### src/core/timer2_pkg.sv
package timer2_pkg;
  localparam int ADDR_W   = 12;
  localparam int ADDR_LSB = 2;
  localparam int IDX_W    = 8;
  // register indices; byte address is four times the index
  localparam logic [7:0] IDX_TIMER_COUNT_LOW = 8'h09;
  localparam logic [7:0] IDX_TIMER_CTRL_ONE  = 8'h0A;
  localparam logic [7:0] IDX_TIMER_CTRL_TWO  = 8'h0B;
  localparam logic [7:0] IDX_PWM_DUTY_LOW    = 8'h0C;
  localparam logic [7:0] IDX_PRESCALER_COUNT = 8'h0D;
  localparam logic [7:0] IDX_TONE_CTRL       = 8'h0E;
  localparam logic [7:0] IDX_SHARED_HIGH     = 8'h1F;
  localparam logic [7:0] CTRL_ONE_RST  = 8'h00;
  localparam logic [7:0] CTRL_TWO_RST  = 8'h3F;
  localparam logic [7:0] TONE_CTRL_RST = 8'h0F;
  localparam logic [7:0] SHARED_RST    = 8'h00;
  localparam logic [7:0] DUTY_RST      = 8'h00;
  localparam logic [7:0] RELOAD_RST    = 8'h00;
  localparam logic [7:0] PRESCALER_RST = 8'hFF;
  localparam logic [7:0] CTRL_ONE_MASK = 8'hCF;
  localparam logic [7:0] CTRL_TWO_MASK = 8'h3F;
  localparam logic [7:0] TONE_MASK     = 8'h8F;
  localparam logic [9:0] TIMER_FULL    = 10'h3FF;
  localparam logic [9:0] TIMER_ZERO    = 10'h000;
  localparam int CT1_PWM_OE   = 7;
  localparam int CT1_PWM_AL   = 6;
  localparam int CT1_FAST     = 3;
  localparam int CT1_ONE_SHOT = 2;
  localparam int CT1_RELOAD   = 1;
  localparam int CT1_ENABLE   = 0;
  localparam int CT2_SOURCE   = 5;
  localparam int CT2_EDGE     = 4;
  localparam int CT2_PS_DIS_N = 3;
  localparam int CT2_RATE_LSB = 0;
  localparam int RATE_W       = 3;
  localparam int TONE_EN      = 7;
  localparam int TONE_SEL_LSB = 0;
  localparam int TONE_SEL_W   = 4;
  localparam int TONE_TIMER   = 3;
  localparam int SH_RELOAD    = 6;
  localparam int SH_DUTY      = 2;
  localparam int HI_W         = 2;
endpackage

### src/core/rate_prescaler.sv
`timescale 1ns/100ps
`default_nettype none
module rate_prescaler
  import timer2_pkg::*;
#(
  parameter int WIDTH = 8,
  parameter int SEL_W = 3
) (
  input  wire logic             ref_clk,
  input  wire logic             reset_n,
  input  wire logic             enable,
  input  wire logic             src_tick,
  input  wire logic [SEL_W-1:0] rate_select,
  output logic      [WIDTH-1:0] count,
  output logic                  tick
);
  logic [WIDTH-1:0] mask;
  logic [SEL_W:0]   shift;

  if ((1 << SEL_W) != WIDTH) begin : g_check
    $error("prescaler width must equal two to the select width");
  end

  // a divide by 2^(code+1) fires when the low code+1 bits of the down count are zero
  always_comb begin
    shift = {1'b0, rate_select} + {{SEL_W{1'b0}}, 1'b1};
    mask  = ~({WIDTH{1'b1}} << shift);
    tick  = enable && src_tick && ((count & mask) == '0);
  end

  // holds while disabled
  always_ff @(posedge ref_clk) begin
    if (!reset_n) begin
      count <= PRESCALER_RST;
    end else if (enable && src_tick) begin
      count <= count - {{(WIDTH-1){1'b0}}, 1'b1};
    end
  end
endmodule
`default_nettype wire

### src/core/down_counter10.sv
`timescale 1ns/100ps
`default_nettype none
module down_counter10
  import timer2_pkg::*;
#(
  parameter int WIDTH = 10
) (
  input  wire logic             ref_clk,
  input  wire logic             reset_n,
  input  wire logic             run,
  input  wire logic             tick,
  input  wire logic             one_shot,
  input  wire logic             reload_sel,
  input  wire logic [WIDTH-1:0] reload_value,
  input  wire logic             load,
  input  wire logic [WIDTH-1:0] load_value,
  output logic      [WIDTH-1:0] count,
  output logic                  stopped
);
  if (WIDTH != 10) begin : g_check
    $error("timer width must be 10");
  end

  always_ff @(posedge ref_clk) begin
    if (!reset_n) begin
      count   <= TIMER_ZERO;
      stopped <= 1'b0;
    end else if (load) begin
      count   <= load_value;
      stopped <= 1'b0;
    end else if (run && tick && !stopped) begin
      if (count == TIMER_ZERO) begin
        if (one_shot) begin
          stopped <= 1'b1;
        end else begin
          count <= reload_sel ? reload_value : TIMER_FULL;
        end
      end else begin
        count <= count - {{(WIDTH-1){1'b0}}, 1'b1};
      end
    end
  end
endmodule
`default_nettype wire

### src/core/timer2_top.sv
// Register access over APB is this design's own decision.
`timescale 1ns/100ps
`default_nettype none
// Summary of operation
// - The prescaler divides the chosen clock by 2 for rate code 000, doubling per code up to 256 at 111.
// - With the edge bit at 1 the timer counts falling input transitions, at 0 rising ones.
// - The source bit at 1 routes the external count input, at 0 the instruction or fast clock.
// - With the reload bit at 1 the PWM frame period is the 10-bit reload value made of two shared high bits and the low reload byte, at 0 it is 0x3FF.
// - The PWM duty is a 10-bit value made of shared high bits 3 to 2 and the write-only duty byte.
// - The prescaler count register reads the live count, is read-only and resets to all ones.
// - Tone codes 0000 to 0111 give inverted prescaler count bits 0 to 7, the chosen clock divided by 2 to 256, driven only while enabled.
// - Tone codes 1000 to 1111 give timer bits 0 to 7, and the code resets to 1111.
// - The timer counts down to zero, stops there in one-shot mode, else reloads the reload value or 0x3FF.
// - The PWM output is active low when the polarity bit is 1 and active high when it is 0.
// - The fast clock select bit clocks timer and PWM from the fast oscillator regardless of the source bit.
module timer2_top
  import timer2_pkg::*;
#(
  parameter int TIMER_W = 10,
  parameter int PS_W    = 8
) (
  input  wire logic              ref_clk,
  input  wire logic              reset_n,
  input  wire logic              psel,
  input  wire logic              penable,
  input  wire logic              pwrite,
  input  wire logic [ADDR_W-1:0] paddr,
  input  wire logic [31:0]       pwdata,
  output logic      [31:0]       prdata,
  output logic                   pready,
  output logic                   pslverr,
  input  wire logic              instr_tick,
  input  wire logic              fast_osc_tick,
  input  wire logic              ext_count_input,
  output logic                   pwm_out,
  output logic                   pwm_oe,
  output logic                   tone_out,
  output logic                   tone_oe
);
  logic [7:0]         timer_ctrl_one;
  logic [7:0]         timer_ctrl_two;
  logic [7:0]         pwm_duty_low;
  logic [7:0]         tone_ctrl;
  logic [7:0]         shared_high_bits;
  logic [7:0]         reload_low;
  logic [IDX_W-1:0]   index;
  logic               aligned;
  logic               mapped;
  logic               wr_en;
  logic               timer_load;
  logic [TIMER_W-1:0] load_value;
  logic [TIMER_W-1:0] reload_value;
  logic [TIMER_W-1:0] duty_value;
  logic [TIMER_W-1:0] timer_count;
  logic               timer_stopped;
  logic [PS_W-1:0]    ps_count;
  logic               ps_tick;
  logic               ps_enable;
  logic               ext_prev;
  logic               ext_edge;
  logic               base_tick;
  logic               timer_tick;
  logic               fast_clock_select;
  logic               ext_edge_select;
  logic               timer_clock_source_select;
  logic               one_shot_select;
  logic               reload_select;
  logic               pwm_active_low;
  logic               tone_output_enable;
  logic [3:0]         tone_freq_select;
  logic               next_pwm_out;
  logic               next_tone;
  logic [31:0]        next_prdata;
  logic               next_err;

  if (TIMER_W != 10 || PS_W != 8) begin : g_check
    $error("timer must be 10 bits and prescaler 8 bits");
  end

  // control fields
  always_comb begin
    fast_clock_select         = timer_ctrl_one[CT1_FAST];
    one_shot_select           = timer_ctrl_one[CT1_ONE_SHOT];
    reload_select             = timer_ctrl_one[CT1_RELOAD];
    pwm_active_low            = timer_ctrl_one[CT1_PWM_AL];
    ext_edge_select           = timer_ctrl_two[CT2_EDGE];
    timer_clock_source_select = timer_ctrl_two[CT2_SOURCE];
    ps_enable                 = !timer_ctrl_two[CT2_PS_DIS_N];
    tone_output_enable        = tone_ctrl[TONE_EN];
    tone_freq_select          = tone_ctrl[TONE_SEL_LSB +: TONE_SEL_W];
    reload_value = {shared_high_bits[SH_RELOAD +: HI_W], reload_low};
    duty_value   = {shared_high_bits[SH_DUTY +: HI_W], pwm_duty_low};
  end

  // apb decode
  always_comb begin
    index   = paddr[ADDR_LSB +: IDX_W];
    aligned = (paddr[ADDR_LSB-1:0] == '0) && (paddr[ADDR_W-1:ADDR_LSB+IDX_W] == '0);
    if (!aligned) begin
      mapped = 1'b0;
    end else if (index == IDX_TIMER_COUNT_LOW || index == IDX_TIMER_CTRL_ONE) begin
      mapped = 1'b1;
    end else if (index == IDX_TIMER_CTRL_TWO || index == IDX_PWM_DUTY_LOW) begin
      mapped = 1'b1;
    end else if (index == IDX_PRESCALER_COUNT || index == IDX_TONE_CTRL) begin
      mapped = 1'b1;
    end else if (index == IDX_SHARED_HIGH) begin
      mapped = 1'b1;
    end else begin
      mapped = 1'b0;
    end
    wr_en      = psel && penable && pready && pwrite && mapped;
    timer_load = wr_en && (index == IDX_TIMER_COUNT_LOW);
    load_value = {shared_high_bits[SH_RELOAD +: HI_W], pwdata[7:0]};
  end

  // read data is captured in the setup cycle; write-only registers read zero
  always_comb begin
    next_prdata = '0;
    next_err    = !mapped;
    if (index == IDX_TIMER_COUNT_LOW) begin
      next_prdata[7:0] = timer_count[7:0];
    end else if (index == IDX_TIMER_CTRL_ONE) begin
      next_prdata[7:0] = timer_ctrl_one;
    end else if (index == IDX_TIMER_CTRL_TWO) begin
      next_prdata[7:0] = timer_ctrl_two;
    end else if (index == IDX_PRESCALER_COUNT) begin
      next_prdata[7:0] = ps_count;
    end else if (index == IDX_SHARED_HIGH) begin
      next_prdata[7:0] = shared_high_bits;
    end
  end

  // no wait state: pready rises in the first access cycle
  always_ff @(posedge ref_clk) begin
    if (!reset_n) begin
      pready  <= 1'b0;
      pslverr <= 1'b0;
      prdata  <= '0;
    end else begin
      pready <= psel && !penable;
      if (psel && !penable) begin
        pslverr <= next_err;
        prdata  <= pwrite ? 32'h0000_0000 : next_prdata;
      end else begin
        pslverr <= 1'b0;
        prdata  <= '0;
      end
    end
  end

  always_ff @(posedge ref_clk) begin
    if (!reset_n) begin
      timer_ctrl_one   <= CTRL_ONE_RST;
      timer_ctrl_two   <= CTRL_TWO_RST;
      pwm_duty_low     <= DUTY_RST;
      tone_ctrl        <= TONE_CTRL_RST;
      shared_high_bits <= SHARED_RST;
      reload_low       <= RELOAD_RST;
    end else if (wr_en) begin
      if (index == IDX_TIMER_COUNT_LOW) begin
        reload_low <= pwdata[7:0];
      end else if (index == IDX_TIMER_CTRL_ONE) begin
        timer_ctrl_one <= pwdata[7:0] & CTRL_ONE_MASK;
      end else if (index == IDX_TIMER_CTRL_TWO) begin
        timer_ctrl_two <= pwdata[7:0] & CTRL_TWO_MASK;
      end else if (index == IDX_PWM_DUTY_LOW) begin
        pwm_duty_low <= pwdata[7:0];
      end else if (index == IDX_TONE_CTRL) begin
        tone_ctrl <= pwdata[7:0] & TONE_MASK;
      end else if (index == IDX_SHARED_HIGH) begin
        shared_high_bits <= pwdata[7:0];
      end
    end
  end

  // count clock selection
  always_ff @(posedge ref_clk) begin
    if (!reset_n) begin
      // tracks the pin during reset so an idle-high pin gives no false edge after release
      ext_prev <= ext_count_input;
    end else begin
      ext_prev <= ext_count_input;
    end
  end

  always_comb begin
    ext_edge = ext_edge_select ? (ext_prev && !ext_count_input)
                               : (!ext_prev && ext_count_input);
    if (fast_clock_select) begin
      base_tick = fast_osc_tick;
    end else if (timer_clock_source_select) begin
      base_tick = ext_edge;
    end else begin
      base_tick = instr_tick;
    end
    timer_tick = ps_enable ? ps_tick : base_tick;
  end

  rate_prescaler #(
    .WIDTH(PS_W),
    .SEL_W(RATE_W)
  ) u_prescaler (
    .ref_clk    (ref_clk),
    .reset_n    (reset_n),
    .enable     (ps_enable),
    .src_tick   (base_tick),
    .rate_select(timer_ctrl_two[CT2_RATE_LSB +: RATE_W]),
    .count      (ps_count),
    .tick       (ps_tick)
  );

  down_counter10 #(
    .WIDTH(TIMER_W)
  ) u_timer (
    .ref_clk     (ref_clk),
    .reset_n     (reset_n),
    .run         (timer_ctrl_one[CT1_ENABLE]),
    .tick        (timer_tick),
    .one_shot    (one_shot_select),
    .reload_sel  (reload_select),
    .reload_value(reload_value),
    .load        (timer_load),
    .load_value  (load_value),
    .count       (timer_count),
    .stopped     (timer_stopped)
  );

  // pwm is active while the count is below the duty value
  always_comb begin
    if (timer_ctrl_one[CT1_PWM_OE] && timer_ctrl_one[CT1_ENABLE]) begin
      next_pwm_out = (timer_count < duty_value) ^ pwm_active_low;
    end else begin
      next_pwm_out = pwm_active_low;
    end
    if (tone_freq_select[TONE_TIMER]) begin
      next_tone = timer_count[tone_freq_select[2:0]];
    end else begin
      next_tone = !ps_count[tone_freq_select[2:0]];
    end
  end

  always_ff @(posedge ref_clk) begin
    if (!reset_n) begin
      pwm_out  <= 1'b0;
      pwm_oe   <= 1'b0;
      tone_out <= 1'b0;
      tone_oe  <= 1'b0;
    end else begin
      pwm_out  <= next_pwm_out;
      pwm_oe   <= timer_ctrl_one[CT1_PWM_OE];
      tone_out <= tone_output_enable && next_tone;
      tone_oe  <= tone_output_enable;
    end
  end

  logic count_free;
  logic [PS_W-1:0] ps_mask;
  assign count_free = timer_ctrl_one[CT1_ENABLE] && !timer_stopped && !timer_load;
  assign ps_mask    = ~({PS_W{1'b1}} << ({1'b0, timer_ctrl_two[CT2_RATE_LSB +: RATE_W]} + 4'h1));
endmodule
`default_nettype wire

### config.mk
export PLATFORM = sky130hd
export DESIGN_NAME = timer2_top
export DESIGN_NICKNAME = d
export VERILOG_FILES = /design/src/core/timer2_pkg.sv /design/src/core/rate_prescaler.sv /design/src/core/down_counter10.sv /design/src/core/timer2_top.sv
export SDC_FILE = /design/constraint.sdc
export NUM_CORES = 1
export LEC_CHECK = 0
export ABC_AREA = 1
export BUFFER_PORTS_ARGS = -buffer_cell sky130_fd_sc_hd__buf_2
export CORE_UTILIZATION = 35
export CTS_CLUSTER_DIAMETER = 40
export DETAILED_ROUTE_END_ITERATION = 12
export SKIP_CTS_REPAIR_TIMING = 1
export SLEW_MARGIN = 10
export SYNTH_ARGS = -nofsm -noshare
export SYNTH_HDL_FRONTEND = slang
export SYNTH_SLANG_ARGS = --single-unit
### constraint.sdc
create_clock -name ref_clk -period 1.8 [get_ports ref_clk]
set_input_delay 0.18 -clock ref_clk [delete_from_list [all_inputs] [get_ports ref_clk]]
set_output_delay 0.18 -clock ref_clk [all_outputs]
set_load 0.02 [all_outputs]
==> results of run 1 <==
==> metrics by stage <==
| stage | power (mW) | TNS (ps) | setup WS, ps | cells | hold slack [ps] |
|---|---|---|---|---|---|
| CTS | 4.11 | -917 | -116 | 878 | -28.5 |
| detailed placement | 1.89 | -912 | -112 | 862 | 315 |
| global placement | 1.89 | -327 | -50.9 | 862 | 312 |
| global route | 4.21 | -1160 | -129 | 879 | 60.0 |
| floorplan | 1.85 | 0 | 122 | 652 | 208 |
| finish | 4.09 | 0 | 10.9 | 879 | 43.0 |
==> power groups by stage <==
stage               Sequential (mW)  Clock, mW  Combinational [mW]
detailed placement             1.70          0               0.194
global placement               1.70          0               0.191
CTS                            1.66       2.25               0.194
floorplan                      1.70          0               0.150
global route                   1.66       2.33               0.215
finish                         1.66       2.23               0.198
==> state kept, by name (all words and copies together), names as in the netlist <==
register and cells:
u_timer.count 10, timer_ctrl_two 6, u_prescaler.count 8, reload_low 8, tone_out 1, u_timer.stopped 1
pwm_oe 1, shared_high_bits 8, prdata 8, pwm_out 1, timer_ctrl_one 6, pslverr 1
tone_ctrl 5, tone_oe 1, ext_prev 1, pready 1, pwm_duty_low 8
==> per-layer routing <==
layer,vias up,share of wire
li1,2166,-
met1,2012,0.45
met2,133,0.47
met3,19,0.061
met4,0,0.021
met5,-,0
==> final timing paths <==
path	from	cells after the start	slack, ps	to
worst min-delay path	penable	2	40	pready
worst min register to register	u_prescaler.count[7]	2	460	u_prescaler.count[7]
worst max-delay path	timer_ctrl_two[0]	17	10	u_timer.count[9]
worst max register to register	timer_ctrl_two[0]	17	10	u_timer.count[9]
==> cell usage after synthesis, drive strengths merged, types with 3 or more instances <==
| cell type | number | share of area |
|---|---|---|
| nand2 | 151 | 0.15 |
| inv | 79 | 0.068 |
| nor2 | 76 | 0.080 |
| dfxtp | 75 | 0.35 |
| nand3 | 62 | 0.075 |
| a21oi | 51 | 0.059 |
| o21ai | 36 | 0.041 |
| buf | 29 | 0.051 |
| ha | 14 | 0.040 |
| o211ai | 9 | 0.016 |
| clkbuf | 8 | 0.0069 |
| nand4 | 6 | 0.016 |
| a221oi | 4 | 0.0081 |
| a31oi | 4 | 0.0058 |
| nor3 | 4 | 0.0046 |
| clkinv | 3 | 0.0026 |
| xor2 | 3 | 0.0060 |
==> cell families after synthesis <==
family	count (synthesis)	share of synthesized area
and+or+nand+nor	302	0.329
buffers and inverters	119	0.128
AOI/OAI and AO/OA	114	0.148
DFF	75	0.345
adders and majority gates	14	0.0403
xor gates and xnor gates	4	0.00806
other	1	0.000862
==> critical path, stage by stage, from the launching register on <==
cell	delay (ps)
dfxtp_2	340
inv_2	50
ha_4	260
inv_2	30
nand2_1	40
nand2_1	50
inv_1	50
nand2_1	50
nand3_1	60
nand2_1	70
nand2_2	130
nand2_2	90
nor2_4	140
buf_6	120
nand3_1	70
nand3_1	70
nand2_1	60
inv_1	60
==> layout make-up <==
cell class | instances | area (sq um)
multi-input cells | 458 | 2470
inverters | 82 | 308
well taps | 168 | 210
flip-flops and latches | 75 | 1510
repair buffers | 80 | 533
clock inverters | 7 | 139
clock buffers | 9 | 225
fillers | 1244 | 6670
==> run_results.csv, run 1 <==
group,metric,value,unit
detailed_routing,wl_per_cell,14.1,um
yosys,synthCells,629,
sta,fmax,559,MHz
global_routing,met2_usage,0.330,
floorplan,core,12100,sq um
placed_design,dpl_cell_area,4910,sq um
sta,final-setup-viol-count,0,
detailed_routing,finalWirelength,12400,um
yosys,ys_seq_area_frac,0.345,
global_routing,grt_pass1_wl,20100,um
yosys,ys_ff_latch,75,
cts,htree_num_levels,3,
power_and_ir_drop,power.leakage,2.63,nW
global_routing,busiest_layer,"met2",
sta,clock_skew,5.22,ps
global_routing,grt_util_met3,0.0377,
placed_design,gp_congestion,0.863,
yosys,async_flop_share,0,
worst_setup_path,endpoint_kind,"flip-flop",
detailed_routing,drt-initial-drc-count,260,
floorplan,dieHeight,113,um
yosys,ys.flop_type,"dfxtp_1",
yosys,synth.distinct_cells,40,
worst_setup_path,arrival,2070,ps
flow_run,drv_cap,0,
global_routing,grt_util_all_layers,0.201,
global_routing,antenna_found_initial,0,
floorplan,fp.dieArea,12900,sq um
sta,slew_violations,0,
power_and_ir_drop,clkPwrFrac,0.545,
finish,mostFrequentLayoutCell,"nand2_1",
finish,final_area,5390,sq um
finish,area_delta_synth_final,24.0,%
power_and_ir_drop,p_sw,889,uW
cts,cts_buffers,9,
cts,clkTransAtPathRegs,60,ps
floorplan,rows,40,
global_routing,grt_pass1_vias,3989,
yosys,syn_area,4350,sq um
finish,fin_util,0.447,
cts,clk_path_buf_depth,2,
worst_hold_path,hold_path.class,"input pin to flip-flop",
detailed_routing,vias,4330,
detailed_routing,drc,0,
sta,rsz0062_at_grt,"yes",
detailed_routing,first_pass_iters,7,
cts,clockRootBuffer,"clkbuf_16",
global_routing,met1_usage,0.260,
sta,hold_viol,0,
placed_design,dp_hpwl,9440,um
power_and_ir_drop,p_int,3.20,mW
finish,layout_common_cells,"134 x nand2_1, 72 x inv_1, 72 x dfxtp_1",
worst_setup_path,crit_path_start_kind,"flip-flop",
floorplan,num_io_pins,90,
worst_setup_path,criticalPathCategory,"flip-flop to flip-flop",
cts,cts.sinks,75,
worst_setup_path,cp_data_required_time,2080,ps
floorplan,die_w,113,um
cts,cts_tree,"yes",
floorplan,start_util,0.361,
status,run_status,"finished clean",
detailed_routing,viasPerCell,4.93,
finish,diodes,0,
power_and_ir_drop,seqPwrFrac,0.406,
power_and_ir_drop,pwr_density_cell,759,nW/um^2
yosys,synth_edf_count,0,
sta,period_needed,1790,ps
detailed_routing,postRouteAntennaNets,0,
global_routing,gr-total-overflow,0,
power_and_ir_drop,ir_drop,0.000463,V
placed_design,io_buffers,41,
yosys,syn_area_per_cell,6.91,sq um
global_routing,grt_start_max_net_pins,32,
power_and_ir_drop,swShare,0.217,
cts,clkLatencyLatePin,340,ps
yosys,synth_warnings,0,
finish,final_nets,772,
finish,drive_above_1_share,0.218,
worst_setup_path,worst-path-max-fanout,4,
power_and_ir_drop,p_comb_frac,0.048,
sta,fin_crit_sh,0.994,
Power figures use the tool's default switching activity.
==> inputs of run 2 (changes only) <==
==> constraint.sdc (replaced) <==
create_clock -name ref_clk -period 1.8 [get_ports ref_clk]
set_input_delay 0.18 -clock ref_clk [delete_from_list [all_inputs] [get_ports ref_clk]]
set_output_delay 0.18 -clock ref_clk [all_outputs]
set_load 0.05 [all_outputs]
==> run_results.csv, run 2 (synthesis gave the netlist of run 1 again) <==
group,metric,value,unit
worst_setup_path,crit_path_start,"timer_ctrl_two[0]",
placed_design,dp_hpwl,9240,um
detailed_routing,wl_per_cell,14.2,um
flow_run,drv_cap,0,
worst_setup_path,crit_path_start_kind,"flip-flop",
finish,diodes,0,
sta,hold_viol,0,
detailed_routing,finalWirelength,12500,um
power_and_ir_drop,ir_drop,0.000379,V
worst_setup_path,rrSetupSlack,5,ps
detailed_routing,drc,0,
finish,largest_reg_flops,10,
worst_setup_path,crit_top_cell,"nand2_1",
sta,finalSetupTns,0,ps
finish,area_delta_synth_final,24.3,%
cts,clockRootBuffer,"clkbuf_16",
status,run_status,"finished clean",
cts,htree_num_levels,3,
sta,period_needed,1800,ps
floorplan,rows,40,
worst_setup_path,worst_r2r_endpoint,"u_timer.count[6]",
cts,clkLatencyLatePin,340,ps
floorplan,start_util,0.361,
floorplan,core,12100,sq um
cts,cts_tree,"yes",
sta,clock_skew,7.42,ps
floorplan,die_w,113,um
finish,drive_above_1_share,0.234,
detailed_routing,viasPerCell,4.91,
worst_setup_path,cp_slowest_cell,"dfxtp_2",
finish,final_nets,771,
global_routing,grt_start_max_net_pins,27,
detailed_routing,postRouteAntennaNets,0,
worst_setup_path,ff2ff_path_depth,17,
cts,cts_buffers,9,
global_routing,grt_pass1_wl,19900,um
finish,layout_common_cells,"132 x nand2_1, 73 x dfxtp_1, 71 x inv_1",
finish,fillers,1230,
sta,final-setup-viol-count,0,
worst_setup_path,cp_data_required_time,2090,ps
global_routing,antenna_found_initial,0,
worst_setup_path,crit_chain,"inv_2, ha_4, inv_2, nand2_1, nand2_1, inv_1, nand2_1, nand3_1, nand2_1, nand2_2, nand2_2, nor2_4, buf_6, nand3_2, nand3_2, nand2_1, inv_1",
detailed_routing,drt-initial-drc-count,294,
power_and_ir_drop,pwr_density_cell,717,nW/um^2
floorplan,num_io_pins,90,
global_routing,gr-total-overflow,0,
worst_setup_path,cp_slowest_stage_delay,360,ps
placed_design,gp_congestion,0.869,
sta,rsz0062_at_grt,"yes",
sta,fmax,557,MHz
sta,slew_violations,0,
global_routing,grt_pass1_vias,3924,
worst_setup_path,reg2reg_from,"timer_ctrl_two[0]",
detailed_routing,vias,4303,
cts,cts.sinks,75,
floorplan,dieHeight,113,um
placed_design,io_buffers,41,
worst_setup_path,criticalPathCategory,"flip-flop to flip-flop",
detailed_routing,first_pass_iters,5,
worst_setup_path,worst-path-max-fanout,5,
sta,fin_crit_sh,0.997,
sta,whs,41.2,ps
finish,largest_register,"u_timer.count",
worst_hold_path,hold_path.class,"input pin to flip-flop",
finish,final-seq-area,1510,sq um
finish,mostFrequentLayoutCell,"nand2_1",
finish,multi_input_comb_area,2530,sq um
floorplan,fp.dieArea,12900,sq um
worst_setup_path,endpoint_kind,"flip-flop",
worst_setup_path,cp-endpoint,"u_timer.count[6]",
power_and_ir_drop,power.leakage,2.65,nW
cts,clk_path_buf_depth,2,
worst_setup_path,arrival,2080,ps
global_routing,grt_util_all_layers,0.201,
cts,clkTransAtPathRegs,60,ps
==> run 2: changes by cell type in the layout (fill, tap and decap cells not counted), sizes merged <==
cell      before  now
clkinvlp       0    1
buf           79   78
clkbuf         9   10
bufinv         4    2
inv           80   79
==> run 2: cell type report <==
cell class              count  share of cell area
clock inverters             5              0.0144
inverters                  82              0.0570
multi-input cells         458               0.468
flip-flops and latches     75               0.279
clock buffers              10              0.0442
repair buffers             79              0.0986
well taps                 168              0.0389
==> run 2: report_power, final <==
group	switching, mW	total, mW	internal (mW)
Clock	0.703	1.94	1.24
Combinational	0.221	0.269	0.0482
Sequential	0.00135	1.66	1.66
==> run 2: worst max-delay path: cells and delay by family (launching register included) <==
| family | cells | cell delay [ps] |
|---|---|---|
| buffers and inverters | 5 | 320 |
| AND/OR/NAND/NOR | 11 | 800 |
| flip-flops | 1 | 360 |
| adder cells (fa/ha/maj) | 1 | 260 |
==> run 2: layer usage <==
metal	wire length, um	up-vias	track usage
met1	5680	1970	0.276
met5	0	-	0
li1	-	2162	-
met3	734	18	0.0303
met4	248	0	0.0675
met2	5820	153	0.321
==> run 2: how the worst min path moves through the flow <==
stage	startpoint	endpoint	cells past startpoint
2_1_floorplan	ext_count_input	ext_prev	0
3_3_place_gp	ext_count_input	ext_prev	1
6_report	penable	pready	2
3_5_place_dp	ext_count_input	ext_prev	1
5_1_grt	penable	pready	2
4_1_cts	ext_count_input	ext_prev	1
==> run 2: through the flow <==
step | instance area, sq um | utilization | instances | total power [mW] | worst slack, ps
2_1_floorplan | 4440 | - | 652 | 1.92 | 17.8
3_3_place_gp | 4890 | 0.405 | 859 | 1.96 | -40.3
3_5_place_dp | 4890 | 0.405 | 859 | 1.97 | -96.0
4_1_cts | 5210 | 0.432 | 874 | 3.89 | -119
5_1_grt | 5400 | 0.448 | 877 | 3.98 | -92.2
6_report | 5400 | 0.448 | 877 | 3.87 | 4.74
